**src/verilog/dmlc_defines.svh**
```systemverilog
/*
 * constants for the loop mode and control register bank: register indices,
 * field positions, reset values and timing figures.
 * assumes: included by bare name from the design modules.
 */
`ifndef DMLC_DEFINES_SVH
`define DMLC_DEFINES_SVH

// register indices; the byte address on the bus is four times the index
`define DMLC_IDX_LOOP        8'h1D
`define DMLC_IDX_HOLD        8'h1E
`define DMLC_IDX_MODE        8'h1F
`define DMLC_IDX_REFSEL      8'h20

// reset values
`define DMLC_RST_LOOP        8'h3C
`define DMLC_RST_HOLD        8'h04
`define DMLC_RST_MODE        3'h3
`define DMLC_RST_REFSEL      4'h0

// field positions
`define DMLC_F_HITLESS       0
`define DMLC_F_BW_LO         1
`define DMLC_F_BW_HI         3
`define DMLC_F_SLOPE_LO      4
`define DMLC_F_SLOPE_HI      5
`define DMLC_F_REVERT        0
`define DMLC_F_FOFS          1
`define DMLC_F_HUPD_LO       4
`define DMLC_F_HUPD_HI       5
`define DMLC_F_HFILT_LO      6
`define DMLC_F_HFILT_HI      7

// mode and bandwidth codes
`define DMLC_MODE_MAN_NORM   3'h0
`define DMLC_MODE_MAN_HOLD   3'h1
`define DMLC_MODE_MAN_FREE   3'h2
`define DMLC_MODE_AUTO       3'h3
`define DMLC_MODE_PKT_CLIENT 3'h4
`define DMLC_BW_28HZ         3'h4
`define DMLC_BW_890HZ        3'h5
`define DMLC_NUM_REFS        3

// holdover refresh periods, in ms, and the clock rate in kHz
`define DMLC_CLK_KHZ         125000
`define DMLC_HOLD_T0_MS      26
`define DMLC_HOLD_T1_MS      1000
`define DMLC_HOLD_T2_MS      10000
`define DMLC_HOLD_T3_MS      60000

`endif

```
**src/verilog/dmlc_pkg.sv**
```systemverilog
/*
 * types of the loop mode and control block: loop state and effective
 * loop bandwidth codes.
 * assumes: nothing beyond the defines header.
 */
package dmlc_pkg;
    // loop state, one-hot
    typedef enum logic [3:0] {
        DMLC_ST_LOCKED = 4'b0001,
        DMLC_ST_HOLD   = 4'b0010,
        DMLC_ST_FREE   = 4'b0100,
        DMLC_ST_SWCL   = 4'b1000
    } dmlc_state_t;

    // bandwidth actually applied; codes 0..6 equal the register codes
    typedef enum logic [3:0] {
        DMLC_EBW_0HZ1  = 4'h0,
        DMLC_EBW_1HZ7  = 4'h1,
        DMLC_EBW_3HZ5  = 4'h2,
        DMLC_EBW_14HZ  = 4'h3,
        DMLC_EBW_28HZ  = 4'h4,
        DMLC_EBW_890HZ = 4'h5,
        DMLC_EBW_FAST  = 4'h6,
        DMLC_EBW_56HZ  = 4'h7,
        DMLC_EBW_RSVD  = 4'hF
    } dmlc_bw_t;
endpackage : dmlc_pkg

```
**src/verilog/dmlc_hold_timer.sv**
```systemverilog
/*
 * holdover refresh timer: gives a one-cycle tick each time the selected
 * update period has elapsed while the loop is tracking a reference.
 * assumes: one clock, clock enable freezes the count.
 */
`include "dmlc_defines.svh"

module dmlc_hold_timer #(
    parameter longint unsigned CYC0 = 64'd3250000,
    parameter longint unsigned CYC1 = 64'd125000000,
    parameter longint unsigned CYC2 = 64'd1250000000,
    parameter longint unsigned CYC3 = 64'd7500000000
) (
    // clock and reset
    input  wire logic       pclk,
    input  wire logic       presetn,
    input  wire logic       clk_en,
    // control
    input  wire logic       run,
    input  wire logic [1:0] sel,
    // result
    output logic            tick
);
    localparam longint unsigned LIMIT = 64'h0000000FFFFFFFFF;

    // refused at elaboration: a zero period never ticks, a huge one overflows the count
    if (CYC0 < 1 || CYC1 < 1 || CYC2 < 1 || CYC3 < 1 ||
        CYC0 > LIMIT || CYC1 > LIMIT || CYC2 > LIMIT || CYC3 > LIMIT) begin : g_bad_period
        $error("dmlc_hold_timer: period out of range");
    end

    logic [35:0] cnt;
    logic [35:0] period;

    // period picked from the update field
    always_comb begin
        unique case (sel)
            2'h0: period = CYC0[35:0];
            2'h1: period = CYC1[35:0];
            2'h2: period = CYC2[35:0];
            2'h3: period = CYC3[35:0];
        endcase
    end

    // count restarts whenever tracking stops, so a stale refresh never fires
    always_ff @(posedge pclk or negedge presetn) begin
        if (!presetn) begin
            cnt  <= 36'h0;
            tick <= 1'b0;
        end else if (clk_en) begin
            if (!run) begin
                cnt  <= 36'h0;
                tick <= 1'b0;
            end else if (cnt >= period - 36'h1) begin
                cnt  <= 36'h0;
                tick <= 1'b1;
            end else begin
                cnt  <= cnt + 36'h1;
                tick <= 1'b0;
            end
        end
    end
endmodule : dmlc_hold_timer

```
**src/verilog/dmlc_top.sv**
```systemverilog
/*
 * loop mode and control register bank for a digital phase-locked loop:
 * APB register slave, loop state control, reference choice, bandwidth
 * clamping and holdover refresh timing.
 * assumes: reference qualification and reference rate flags come from
 * monitors outside, synchronous to pclk; lower reference index has the
 * higher priority.
 */
// The APB interface to the registers was left to the implementer.
`include "dmlc_defines.svh"

// Function
// - bandwidth field bits 3:1, reset fast lock
// - 28 Hz clamps to 14 Hz at 2 kHz
// - 890 Hz clamps to 14/56 Hz
// - phase slope limit bits 5:4, reset unlimited
// - bit 0 enables revertive switching
// - bit 1 enables free-run frequency offset
// - holdover update period bits 5:4
// - holdover post-filter bandwidth bits 7:6
// - manual normal locks to software-chosen reference
// - manual normal: chosen reference fails, holdover
// - manual holdover mode stays in holdover
// - manual free-run mode stays free-running
// - automatic mode locks highest-priority qualified reference
// - automatic mode switches when reference fails
// - automatic mode: none available, holdover
// - packet client mode hands oscillator to software
// - bit 0 chooses phase build-out or realign
// - reference select: written manual, reported automatic
module dmlc_top
    import dmlc_pkg::*;
#(
    parameter longint unsigned HOLD_CYC0 = 64'(`DMLC_HOLD_T0_MS) * `DMLC_CLK_KHZ,
    parameter longint unsigned HOLD_CYC1 = 64'(`DMLC_HOLD_T1_MS) * `DMLC_CLK_KHZ,
    parameter longint unsigned HOLD_CYC2 = 64'(`DMLC_HOLD_T2_MS) * `DMLC_CLK_KHZ,
    parameter longint unsigned HOLD_CYC3 = 64'(`DMLC_HOLD_T3_MS) * `DMLC_CLK_KHZ
) (
    // clock, reset, enable
    input  wire logic        pclk,
    input  wire logic        presetn,
    input  wire logic        clk_en,
    // APB slave
    input  wire logic        psel,
    input  wire logic        penable,
    input  wire logic        pwrite,
    input  wire logic [11:0] paddr,
    input  wire logic [31:0] pwdata,
    output logic      [31:0] prdata,
    output logic             pready,
    output logic             pslverr,
    // reference monitor side
    input  wire logic [2:0]  ref_qualified,
    input  wire logic [2:0]  ref_is_2khz,
    input  wire logic [2:0]  ref_is_8khz,
    // loop control outputs
    output dmlc_state_t      loop_state,
    output dmlc_bw_t         loop_bw_eff,
    output logic      [1:0]  phase_slope_limit_sel,
    output logic             hitless_switch_ctrl,
    output logic             revert_en,
    output logic             freq_offset_en,
    output logic      [1:0]  holdover_postfilter_bw,
    output logic             holdover_update,
    output logic             auto_switch_en,
    output logic             dco_sw_ctrl,
    output logic      [1:0]  active_ref,
    output logic             active_valid,
    output logic             switch_start
);
    // the priority encoder and the 2-bit reference index serve exactly three sources
    if (`DMLC_NUM_REFS != 3) begin : g_bad_refs
        $error("dmlc_top: reference count must be 3");
    end

    logic [7:0]  dpll_loop_control;
    logic [7:0]  dpll_holdover_switch_control;
    logic [2:0]  dpll_operating_mode_select;
    logic [3:0]  ref_select;
    logic [7:0]  reg_idx;
    logic        mapped;
    logic        wr_fire;
    logic [7:0]  rd_byte;
    logic [1:0]  best_ref;
    logic        any_qual;
    dmlc_state_t next_state;
    dmlc_bw_t    next_bw;
    logic [1:0]  next_ref;
    logic        next_valid;
    logic        act_2k;
    logic        act_8k;

    // true when a reference code names an existing, qualified reference
    function automatic logic ref_ok(input logic [2:0] q, input logic [3:0] code);
        ref_ok = (code < 4'(`DMLC_NUM_REFS)) && q[code[1:0]];
    endfunction : ref_ok

    // APB decode: zero wait states, frozen with the clock enable
    assign reg_idx = paddr[9:2];
    assign mapped  = (paddr[11:10] == 2'h0) && (paddr[1:0] == 2'h0) &&
                     (reg_idx >= `DMLC_IDX_LOOP) && (reg_idx <= `DMLC_IDX_REFSEL);
    assign pready  = clk_en;
    assign pslverr = psel && penable && !mapped;
    assign wr_fire = clk_en && psel && penable && pwrite && mapped;

    // register write side
    always_ff @(posedge pclk or negedge presetn) begin
        if (!presetn) begin
            dpll_loop_control            <= `DMLC_RST_LOOP;
            dpll_holdover_switch_control <= `DMLC_RST_HOLD;
            dpll_operating_mode_select   <= `DMLC_RST_MODE;
            ref_select                   <= `DMLC_RST_REFSEL;
        end else if (wr_fire) begin
            unique case (reg_idx)
                `DMLC_IDX_LOOP:   dpll_loop_control <= {2'h0, pwdata[5:0]};
                `DMLC_IDX_HOLD:   dpll_holdover_switch_control <= pwdata[7:0];
                `DMLC_IDX_MODE:   dpll_operating_mode_select <= pwdata[2:0];
                // only manual normal takes a written reference
                `DMLC_IDX_REFSEL: if (dpll_operating_mode_select == `DMLC_MODE_MAN_NORM) begin
                    ref_select <= pwdata[3:0];
                end
                default: ;
            endcase
        end
    end

    // read mux; in automatic mode the select register reports the live choice
    always_comb begin
        unique case (reg_idx)
            `DMLC_IDX_LOOP:   rd_byte = dpll_loop_control;
            `DMLC_IDX_HOLD:   rd_byte = dpll_holdover_switch_control;
            `DMLC_IDX_MODE:   rd_byte = {5'h00, dpll_operating_mode_select};
            `DMLC_IDX_REFSEL: rd_byte = (dpll_operating_mode_select == `DMLC_MODE_AUTO) ?
                                        {6'h00, active_ref} : {4'h0, ref_select};
            default:          rd_byte = 8'h00;
        endcase
    end

    // read data captured in the setup cycle so it leaves a flip-flop
    always_ff @(posedge pclk or negedge presetn) begin
        if (!presetn) begin
            prdata <= 32'h0;
        end else if (clk_en && psel && !penable) begin
            prdata <= (mapped && !pwrite) ? {24'h0, rd_byte} : 32'h0;
        end
    end

    // highest-priority qualified reference: lowest index wins
    always_comb begin
        any_qual = |ref_qualified;
        best_ref = 2'h0;
        if (ref_qualified[0]) begin
            best_ref = 2'h0;
        end else if (ref_qualified[1]) begin
            best_ref = 2'h1;
        end else if (ref_qualified[2]) begin
            best_ref = 2'h2;
        end
    end

    // reference choice and next loop state by mode
    always_comb begin
        next_ref   = active_ref;
        next_valid = active_valid;
        next_state = loop_state;
        unique case (dpll_operating_mode_select)
            `DMLC_MODE_MAN_NORM: begin
                next_ref   = ref_select[1:0];
                next_valid = ref_ok(ref_qualified, ref_select);
                next_state = next_valid ? DMLC_ST_LOCKED : DMLC_ST_HOLD;
            end
            `DMLC_MODE_MAN_HOLD: begin
                next_valid = 1'b0;
                next_state = DMLC_ST_HOLD;
            end
            `DMLC_MODE_MAN_FREE: begin
                next_valid = 1'b0;
                next_state = DMLC_ST_FREE;
            end
            `DMLC_MODE_AUTO: begin
                // non-revertive keeps a healthy reference; revertive returns
                // to the best one as soon as it qualifies again
                if (active_valid && ref_qualified[active_ref] &&
                    !(dpll_holdover_switch_control[`DMLC_F_REVERT] && best_ref < active_ref)) begin
                    next_ref = active_ref;
                end else begin
                    next_ref = best_ref;
                end
                next_valid = any_qual;
                next_state = any_qual ? DMLC_ST_LOCKED : DMLC_ST_HOLD;
            end
            `DMLC_MODE_PKT_CLIENT: begin
                next_valid = 1'b0;
                next_state = DMLC_ST_SWCL;
            end
            default: ; // undefined codes leave the loop where it is
        endcase
    end

    // loop state and reference registers
    always_ff @(posedge pclk or negedge presetn) begin
        if (!presetn) begin
            loop_state   <= DMLC_ST_FREE;
            active_ref   <= 2'h0;
            active_valid <= 1'b0;
            switch_start <= 1'b0;
        end else if (clk_en) begin
            loop_state   <= next_state;
            active_ref   <= next_ref;
            active_valid <= next_valid;
            switch_start <= next_valid && active_valid && (next_ref != active_ref);
        end
    end

    // mode-derived controls
    always_ff @(posedge pclk or negedge presetn) begin
        if (!presetn) begin
            auto_switch_en <= 1'b0;
            dco_sw_ctrl    <= 1'b0;
        end else if (clk_en) begin
            auto_switch_en <= (dpll_operating_mode_select == `DMLC_MODE_AUTO);
            dco_sw_ctrl    <= (dpll_operating_mode_select == `DMLC_MODE_PKT_CLIENT);
        end
    end

    // rate of the reference in use, for the bandwidth clamp
    assign act_2k = next_valid && ref_is_2khz[next_ref];
    assign act_8k = next_valid && ref_is_8khz[next_ref];

    // slow references cannot carry a wide loop, so the wide codes are clamped
    always_comb begin
        unique case (dpll_loop_control[`DMLC_F_BW_HI:`DMLC_F_BW_LO])
            `DMLC_BW_28HZ:  next_bw = act_2k ? DMLC_EBW_14HZ : DMLC_EBW_28HZ;
            `DMLC_BW_890HZ: next_bw = act_2k ? DMLC_EBW_14HZ :
                                      act_8k ? DMLC_EBW_56HZ : DMLC_EBW_890HZ;
            3'h7:           next_bw = DMLC_EBW_RSVD;
            default:        next_bw = dmlc_bw_t'({1'b0, dpll_loop_control[3:1]});
        endcase
    end

    // field outputs, all registered
    always_ff @(posedge pclk or negedge presetn) begin
        if (!presetn) begin
            loop_bw_eff            <= DMLC_EBW_FAST;
            phase_slope_limit_sel  <= 2'h3;
            hitless_switch_ctrl    <= 1'b0;
            revert_en              <= 1'b0;
            freq_offset_en         <= 1'b0;
            holdover_postfilter_bw <= 2'h0;
        end else if (clk_en) begin
            loop_bw_eff            <= next_bw;
            phase_slope_limit_sel  <= dpll_loop_control[`DMLC_F_SLOPE_HI:`DMLC_F_SLOPE_LO];
            hitless_switch_ctrl    <= dpll_loop_control[`DMLC_F_HITLESS];
            revert_en              <= dpll_holdover_switch_control[`DMLC_F_REVERT];
            freq_offset_en         <= dpll_holdover_switch_control[`DMLC_F_FOFS];
            holdover_postfilter_bw <= dpll_holdover_switch_control[7:6];
        end
    end

    // holdover value refreshed periodically while tracking
    dmlc_hold_timer #(
        .CYC0 (HOLD_CYC0),
        .CYC1 (HOLD_CYC1),
        .CYC2 (HOLD_CYC2),
        .CYC3 (HOLD_CYC3)
    ) u_hold_timer (
        .pclk    (pclk),
        .presetn (presetn),
        .clk_en  (clk_en),
        .run     (loop_state == DMLC_ST_LOCKED),
        .sel     (dpll_holdover_switch_control[`DMLC_F_HUPD_HI:`DMLC_F_HUPD_LO]),
        .tick    (holdover_update)
    );
endmodule : dmlc_top

```
**config.mk**
```make
export PLATFORM = sky130hd
export DESIGN_NAME = dmlc_top
export DESIGN_NICKNAME = d
export VERILOG_FILES = /design/src/verilog/dmlc_pkg.sv /design/src/verilog/dmlc_hold_timer.sv /design/src/verilog/dmlc_top.sv
export VERILOG_INCLUDE_DIRS = /design/src /design/src/verilog
export SDC_FILE = /design/constraint.sdc
export NUM_CORES = 1
export LEC_CHECK = 0
export ABC_AREA = 1
export BUFFER_PORTS_ARGS = -buffer_cell sky130_fd_sc_hd__buf_4
export CORE_UTILIZATION = 51
export CTS_CLUSTER_DIAMETER = 150
export DETAILED_ROUTE_END_ITERATION = 8
export PLACE_DENSITY = 0.87
export SYNTH_ARGS = -nofsm -noshare
export SYNTH_HDL_FRONTEND = slang
export SYNTH_SLANG_ARGS = --single-unit
```
**constraint.sdc**
```tcl
create_clock -name pclk -period 2.4 [get_ports pclk]
set_input_delay 0.24 -clock pclk [delete_from_list [all_inputs] [get_ports pclk]]
set_output_delay 0.24 -clock pclk [all_outputs]
set_load 0.005 [all_outputs]
```
# Word-level counts from Yosys, hierarchy flattened
# Index checks and enable logic that the tools add are counted.
[totals]
register_bits = 111
wordCells = 109
[op_classes]
n_addsub = 2
order_cmp = 8
n_eq_ne = 16
mux = 29
n_reduce_logical = 35
[ops]
columns = ["operator", "count"]
rows = [
  ["case mux 36 bit (4 select lines)", 1],
  ["2-to-1 mux 36 bit", 2],
  ["adder 36 x 1 -> 36 bit (second input constant)", 1],
  [">= comparator 36 bit", 1],
  ["subtractor 36 x 1 -> 36 bit (second input constant)", 1],
  ["case mux 8 bit (4 select lines)", 1],
  ["equality test 8 x 5 -> 1 bit (second input constant)", 3],
  ["case mux 4 bit (5 select lines)", 1],
  ["logical AND 1 bit", 19],
  ["2-to-1 mux 2 bit", 7],
  ["equality test 3 bit (second input constant)", 4],
  ["case mux 4 bit (3 select lines)", 1],
  ["less-than comparator 2 x 3 -> 1 bit (second input constant)", 3],
  ["binary-select mux 1 bit (select 2 bit)", 4],
  ["equality test 8 x 6 -> 1 bit (second input constant)", 1],
  [">= comparator 8 x 5 -> 1 bit (second input constant)", 1],
  ["<= comparator 8 x 6 -> 1 bit (second input constant)", 1],
  ["2-to-1 mux 8 bit", 1],
  ["AND reduction 2 bit", 4],
  ["equality test 3 x 2 -> 1 bit (second input constant)", 2],
  ["zero test 2 bit", 3],
  ["2-to-1 mux 1 bit", 6],
  ["2-to-1 mux 3 bit", 2],
  ["OR reduction 3 bit", 2],
  ["14 further kinds", 18],
]

# Logic depth before layout (Yosys ltp)
[depth]
depth_word = 15
depth_mapped = 19
mapped_depth_nobuf = 19

# Modules after synthesis
# A second synthesis with hierarchy kept.
[unflattened]
cells_unflattened = 854
hier_area_um2 = 6153.4
[by_module_without_submodules]
columns = ["mod", "instances", "cells_per_inst", "area_per_inst_um2"]
rows = [
  ["dmlc_hold_timer", 1, 497, 3383.2],
  ["dmlc_top", 1, 357, 2770.2],
]

# Worst setup path before layout
# No wires, ideal clock.
[synth_timing]
kind = "flip-flop to flip-flop"
startpoint = "register dpll_holdover_switch_control[4]"
endpoint = "register u_hold_timer.cnt[0]"
t_arrival_ns = 2.385
t_required_ns = 2.317
setup_slack_ns = -0.068
stages_incl_launch_ff = 15
path_buffers = 1
period_less_slack_ns = 2.468
path_cell_list = "dfrtp_1 > inv_1 > ha_1 > nor2_1 > ha_1 > a21oi_1 > nor2_1 > a211oi_1 > o21ai_0 > nand3_1 > nand3_1 > a21boi_0 > nand3_1 > clkbuf_1 > o21ai_0"
[synth_via]
elab_chain_cells = 6
elab_cells_between_ends = 9
[synth_rtl]
columns = ["element", "line", "source"]
rows = [
  ["start: declaration", "dmlc_top.sv:77", "logic [7:0] dpll_holdover_switch_control;"],
  ["start signal: assignment", "dmlc_top.sv:110", "dpll_holdover_switch_control <= `DMLC_RST_HOLD;"],
  ["start signal: assignment", "dmlc_top.sv:116", "`DMLC_IDX_HOLD: dpll_holdover_switch_control <= pwdata[7:0];"],
  ["equality test 2 bit (tied with other cells)", "dmlc_hold_timer.sv:37", "unique case (sel)"],
  ["case mux 36 bit (4 select lines) (*)", "dmlc_hold_timer.sv:37", ""],
  ["subtractor 36 x 1 -> 36 bit (*)", "dmlc_hold_timer.sv:54", "end else if (cnt >= period - 36'h1) begin"],
  [">= comparator 36 bit (*)", "dmlc_hold_timer.sv:54", ""],
  ["2-to-1 mux 36 bit (*)", "dmlc_hold_timer.sv:54", ""],
  ["2-to-1 mux 36 bit (*)", "dmlc_hold_timer.sv:51", "if (!run) begin"],
  ["end signal: assignment", "dmlc_hold_timer.sv:58", "cnt <= cnt + 36'h1;"],
  ["end: declaration", "dmlc_hold_timer.sv:32", "logic [35:0] cnt;"],
]
# Mark *: on every way between the ends. The rest lies on a longest branch, timed or not. The select of a mux whose other input is x is not followed.
# A chain may end at the register's enable or synchronous reset.

# Worst setup path in the final report
[layout_timing]
startpoint = "register dpll_holdover_switch_control[4]"
endpoint = "register u_hold_timer.cnt[4]"
# Same word-level chain as after synthesis.

==> metrics.yaml <==
run_status:
  status: "complete, but fails checks"
  violations: "setup timing"
placement:
  place_congestion: 0.879
  port_buffers: 66
  dp_slack_ns: -0.211
  hpwlAfterDp_um: 10100
  placed_area_mm2: 0.00642
global_route:
  grtUsageTotal: 0.275
  grt_pass1_vias: 5232
  grt-ovfl-total: 0
  grt_pass1_wl_um: 24900
  grt_max_degree: 42
  grt_antenna_before_repair: 0
routing:
  wl_met3_um: 1580
  firstDrtPassIters: 5
  drc: 0
  met1_length_um: 6410
  drtAntennaViolNets: 0
  via_per_inst: 5.86
  vias: 5679
  drt-wirelength-per-cell_um: 17.6
  wl_met2_um: 8070
  drt_iter0_drc: 661
  topRoutingLayerUsed: "met4"
  totalWireLength_um: 17100
power_and_ir_drop:
  ir_worst_vdd_mv: 0.365
  p_leak_nw: 3.27
  p_per_area_mw_per_mm2: 385
synth:
  syn_inst: 730
  ys.flop_type: "dfrtp_1"
  synth_most_common_cell: "nand2_1"
  yosysWarnings: 0
  syn_area_mm2: 0.00573
  yosysUniqueCellTypes: 46
  async_flop_share: 1.00
  synth_top_area_cell: "dfrtp_1"
  synth-edff-count: 0
  syn_area_per_cell_um2: 7.85
  ys_top_cells_by_area: "dfrtp_1 33%, nand2_1 11%, ha_1 8.7%, inv_1 5.6%, dfstp_2 5.5%"
  ys_seq_area_frac: 0.383
  yosys_register_bits: 87
  synth_top_cell_area_share: 0.328
  synth.top_cells.by_count: "173 x nand2_1, 85 x inv_1, 75 x dfrtp_1, 45 x nor2_1, 45 x o21ai_0"
critical_path:
  r2r_end: "u_hold_timer.cnt[4]$_DFFE_PN0P_"
  regToRegStartpoint: "dpll_holdover_switch_control[4]$_DFFE_PN0P_"
  cpPeakStageDelay_ns: 0.45
  start_kind: "flip-flop"
  r2r_cells: 11
  worstPathMaxFanout: 6
  cp_cell_sequence: "clkinv_4 > ha_4 > ha_1 > a21oi_2 > o221ai_2 > nand2_1 > nand3_2 > a21boi_4 > nand3_4 > buf_6 > o22ai_2"
  path_class: "reg2reg"
  crit_buf_inv: 2
  crit_family: "compound AO/OA/AOI/OAI gates"
  worstPathRequired_ns: 2.68
  worstPathArrival_ns: 3.01
  cp_slowest_cell: "dfrtp_2"
  reg2reg_slack_ns: -0.33
  worstSetupEndpointType: "flip-flop"
timing:
  finalSetupViolations: 36
  rsz0062_at_grt: "true"
  period_share: 1.14
  tns_ns: -9.25
  hold_viol: 0
  timing.fmax_mhz: 366
  slew_headroom: 0.641
  finClkSkew_ns: 0.0117
  maxSlewViolCount: 0
  min_period_ns: 2.73
  worst_slack_ns: -0.329
  tightest_slew_ns: 0.538
layout:
  syn_to_final_growth_pct: 23.8
  n_antenna_cell: 0
  multi_input_area_mm2: 0.00340
  fin_nets: 923
  finish.instance_area_mm2: 0.00709
  drive_gt1_frac: 0.253
  fillers: 793
  regArea_mm2: 0.00219
cts:
  cts_htree_levels: 3
  root_buffer: "clkbuf_8"
  cts_sinks: 87
  clock_latency_ns: 0.37
  cts_tree: "done"
  path_clk_slew_ns: 0.09
  cts_buffer_depth: 2
  numCtsBuffers: 9
die:
  start_util: 0.526
  die_h_um: 108
  die_w_um: 108
  fp-row-count: 38
  dieArea_mm2: 0.0117
  io_pins: 115
  core_area_mm2: 0.0109
worst_hold_path:
  holdPathEnd: "dpll_loop_control[5]$_DFFE_PN1P_"
  hp-class: "in2reg"
  min_from: "pwdata[5]"
  whs_path_depth: 3
job:
  cap_violations: 0
==> where the power goes <==
| group | internal (mW) | switching [mW] |
|---|---|---|
| Sequential | 1.48 | 0.0147 |
| Clock | 0.431 | 0.544 |
| Combinational | 0.100 | 0.160 |
| Total | 2.01 | 0.718 |
==> cells by family after synthesis <==
kind of cell,synth area share
AND/OR/NAND/NOR,0.254
buffers and inverters,0.104
AO/OA/AOI/OAI,0.128
flip-flops,0.383
adder cells (fa/ha/maj),0.0874
XOR/XNOR,0.0413
other,0.00131
multiplexers,0.00175
==> sequential cells by signal, summed over array words and instances (netlist names), 2 cells and up <==
signal	count
u_hold_timer.cnt	36
prdata	8
dpll_loop_control	6
loop_state	4
dpll_operating_mode_select	3
dpll_holdover_switch_control	8
active_ref	2
loop_bw_eff	4
phase_slope_limit_sel	2
ref_select	4
holdover_postfilter_bw	2
==> cells in the final DEF (no fill, tap or decap), types with 3 or more instances in the layout <==
| cell | n |
|---|---|
| nor4_1 | 4 |
| xor2_1 | 21 |
| o21ai_0 | 38 |
| clkinv_2 | 3 |
| buf_4 | 88 |
| conb_1 | 26 |
| nor2_4 | 7 |
| inv_1 | 81 |
| xnor2_1 | 5 |
| nor3_2 | 6 |
| nand3_1 | 28 |
| a21oi_2 | 5 |
| o211ai_1 | 4 |
| inv_2 | 8 |
| dfrtp_1 | 73 |
| o22ai_1 | 13 |
| o22ai_2 | 10 |
| nand4_1 | 13 |
| nand2_2 | 7 |
| o31ai_1 | 3 |
| o21ai_1 | 24 |
| a21oi_1 | 17 |
| dfstp_2 | 12 |
| nor2_1 | 42 |
| buf_6 | 9 |
| ha_1 | 25 |
| nor2_2 | 4 |
| nand2_1 | 170 |
| clkbuf_8 | 11 |
| nand3_2 | 3 |
| nor3_1 | 16 |
| ha_4 | 13 |
==> layout make-up <==
class                           count  area share
Clock buffer                       11      0.0213
Tap cell                          140      0.0247
Timing Repair Buffer               99       0.111
Clock inverter                      5     0.00441
Sequential cell                    87       0.309
Multi-Input combinational cell    536       0.480
Inverter                           91      0.0496
==> stage by stage <==
step / std cells / power, mW / util / hold WS [ns]
finish: 969 / 2.73 / 0.651 / 0.102
global route: 969 / 2.82 / 0.651 / 0.105
detailed placement: 944 / 1.74 / 0.589 / 0.255
CTS: 969 / 2.71 / 0.638 / 0.0961
floorplan: 754 / 1.64 / - / -0.0556
global placement: 944 / 1.74 / 0.589 / 0.255
==> worst max path at each step <==
stage / depth (start not counted) / end / startpoint / slack [ns]
floorplan: 14 / u_hold_timer.cnt[2]$_DFFE_PN0P_ / dpll_holdover_switch_control[4]$_DFFE_PN0P_ / 0.002
global placement: 13 / u_hold_timer.cnt[28]$_DFFE_PN0P_ / dpll_holdover_switch_control[5]$_DFFE_PN0P_ / -0.07
detailed placement: 13 / u_hold_timer.cnt[26]$_DFFE_PN0P_ / dpll_holdover_switch_control[5]$_DFFE_PN0P_ / -0.21
CTS: 12 / u_hold_timer.cnt[11]$_DFFE_PN0P_ / dpll_holdover_switch_control[4]$_DFFE_PN0P_ / -0.02
global route: 14 / u_hold_timer.cnt[29]$_DFFE_PN0P_ / dpll_holdover_switch_control[5]$_DFFE_PN0P_ / -0.37
finish: 11 / u_hold_timer.cnt[4]$_DFFE_PN0P_ / dpll_holdover_switch_control[4]$_DFFE_PN0P_ / -0.33
==> worst register-to-register path, stage by stage (launching register included) <==
cell and delay [ns]:
dfrtp_2 0.45, clkinv_4 0.14, ha_4 0.23, ha_1 0.37, a21oi_2 0.29, o221ai_2 0.17, nand2_1 0.12, nand3_2 0.12
a21boi_4 0.21, nand3_4 0.17, buf_6 0.21, o22ai_2 0.14
==> metal layers <==
metal / vias up / track usage
li1: 2556 / -
met1: 2619 / 0.346
met2: 390 / 0.446
met3: 114 / 0.0512
met4: 0 / 0.152
met5: - / 0
==> repair_timing <==
action	4_1_cts	5_1_grt
hold buffers	1	0
endpoints found under the setup margin	35	36
pin swaps	9	7
buffers inserted	4	0
resized for setup	67	27
cloned	4	0
hold endpoints to repair	32	0
Power figures use the tool's default switching activity.
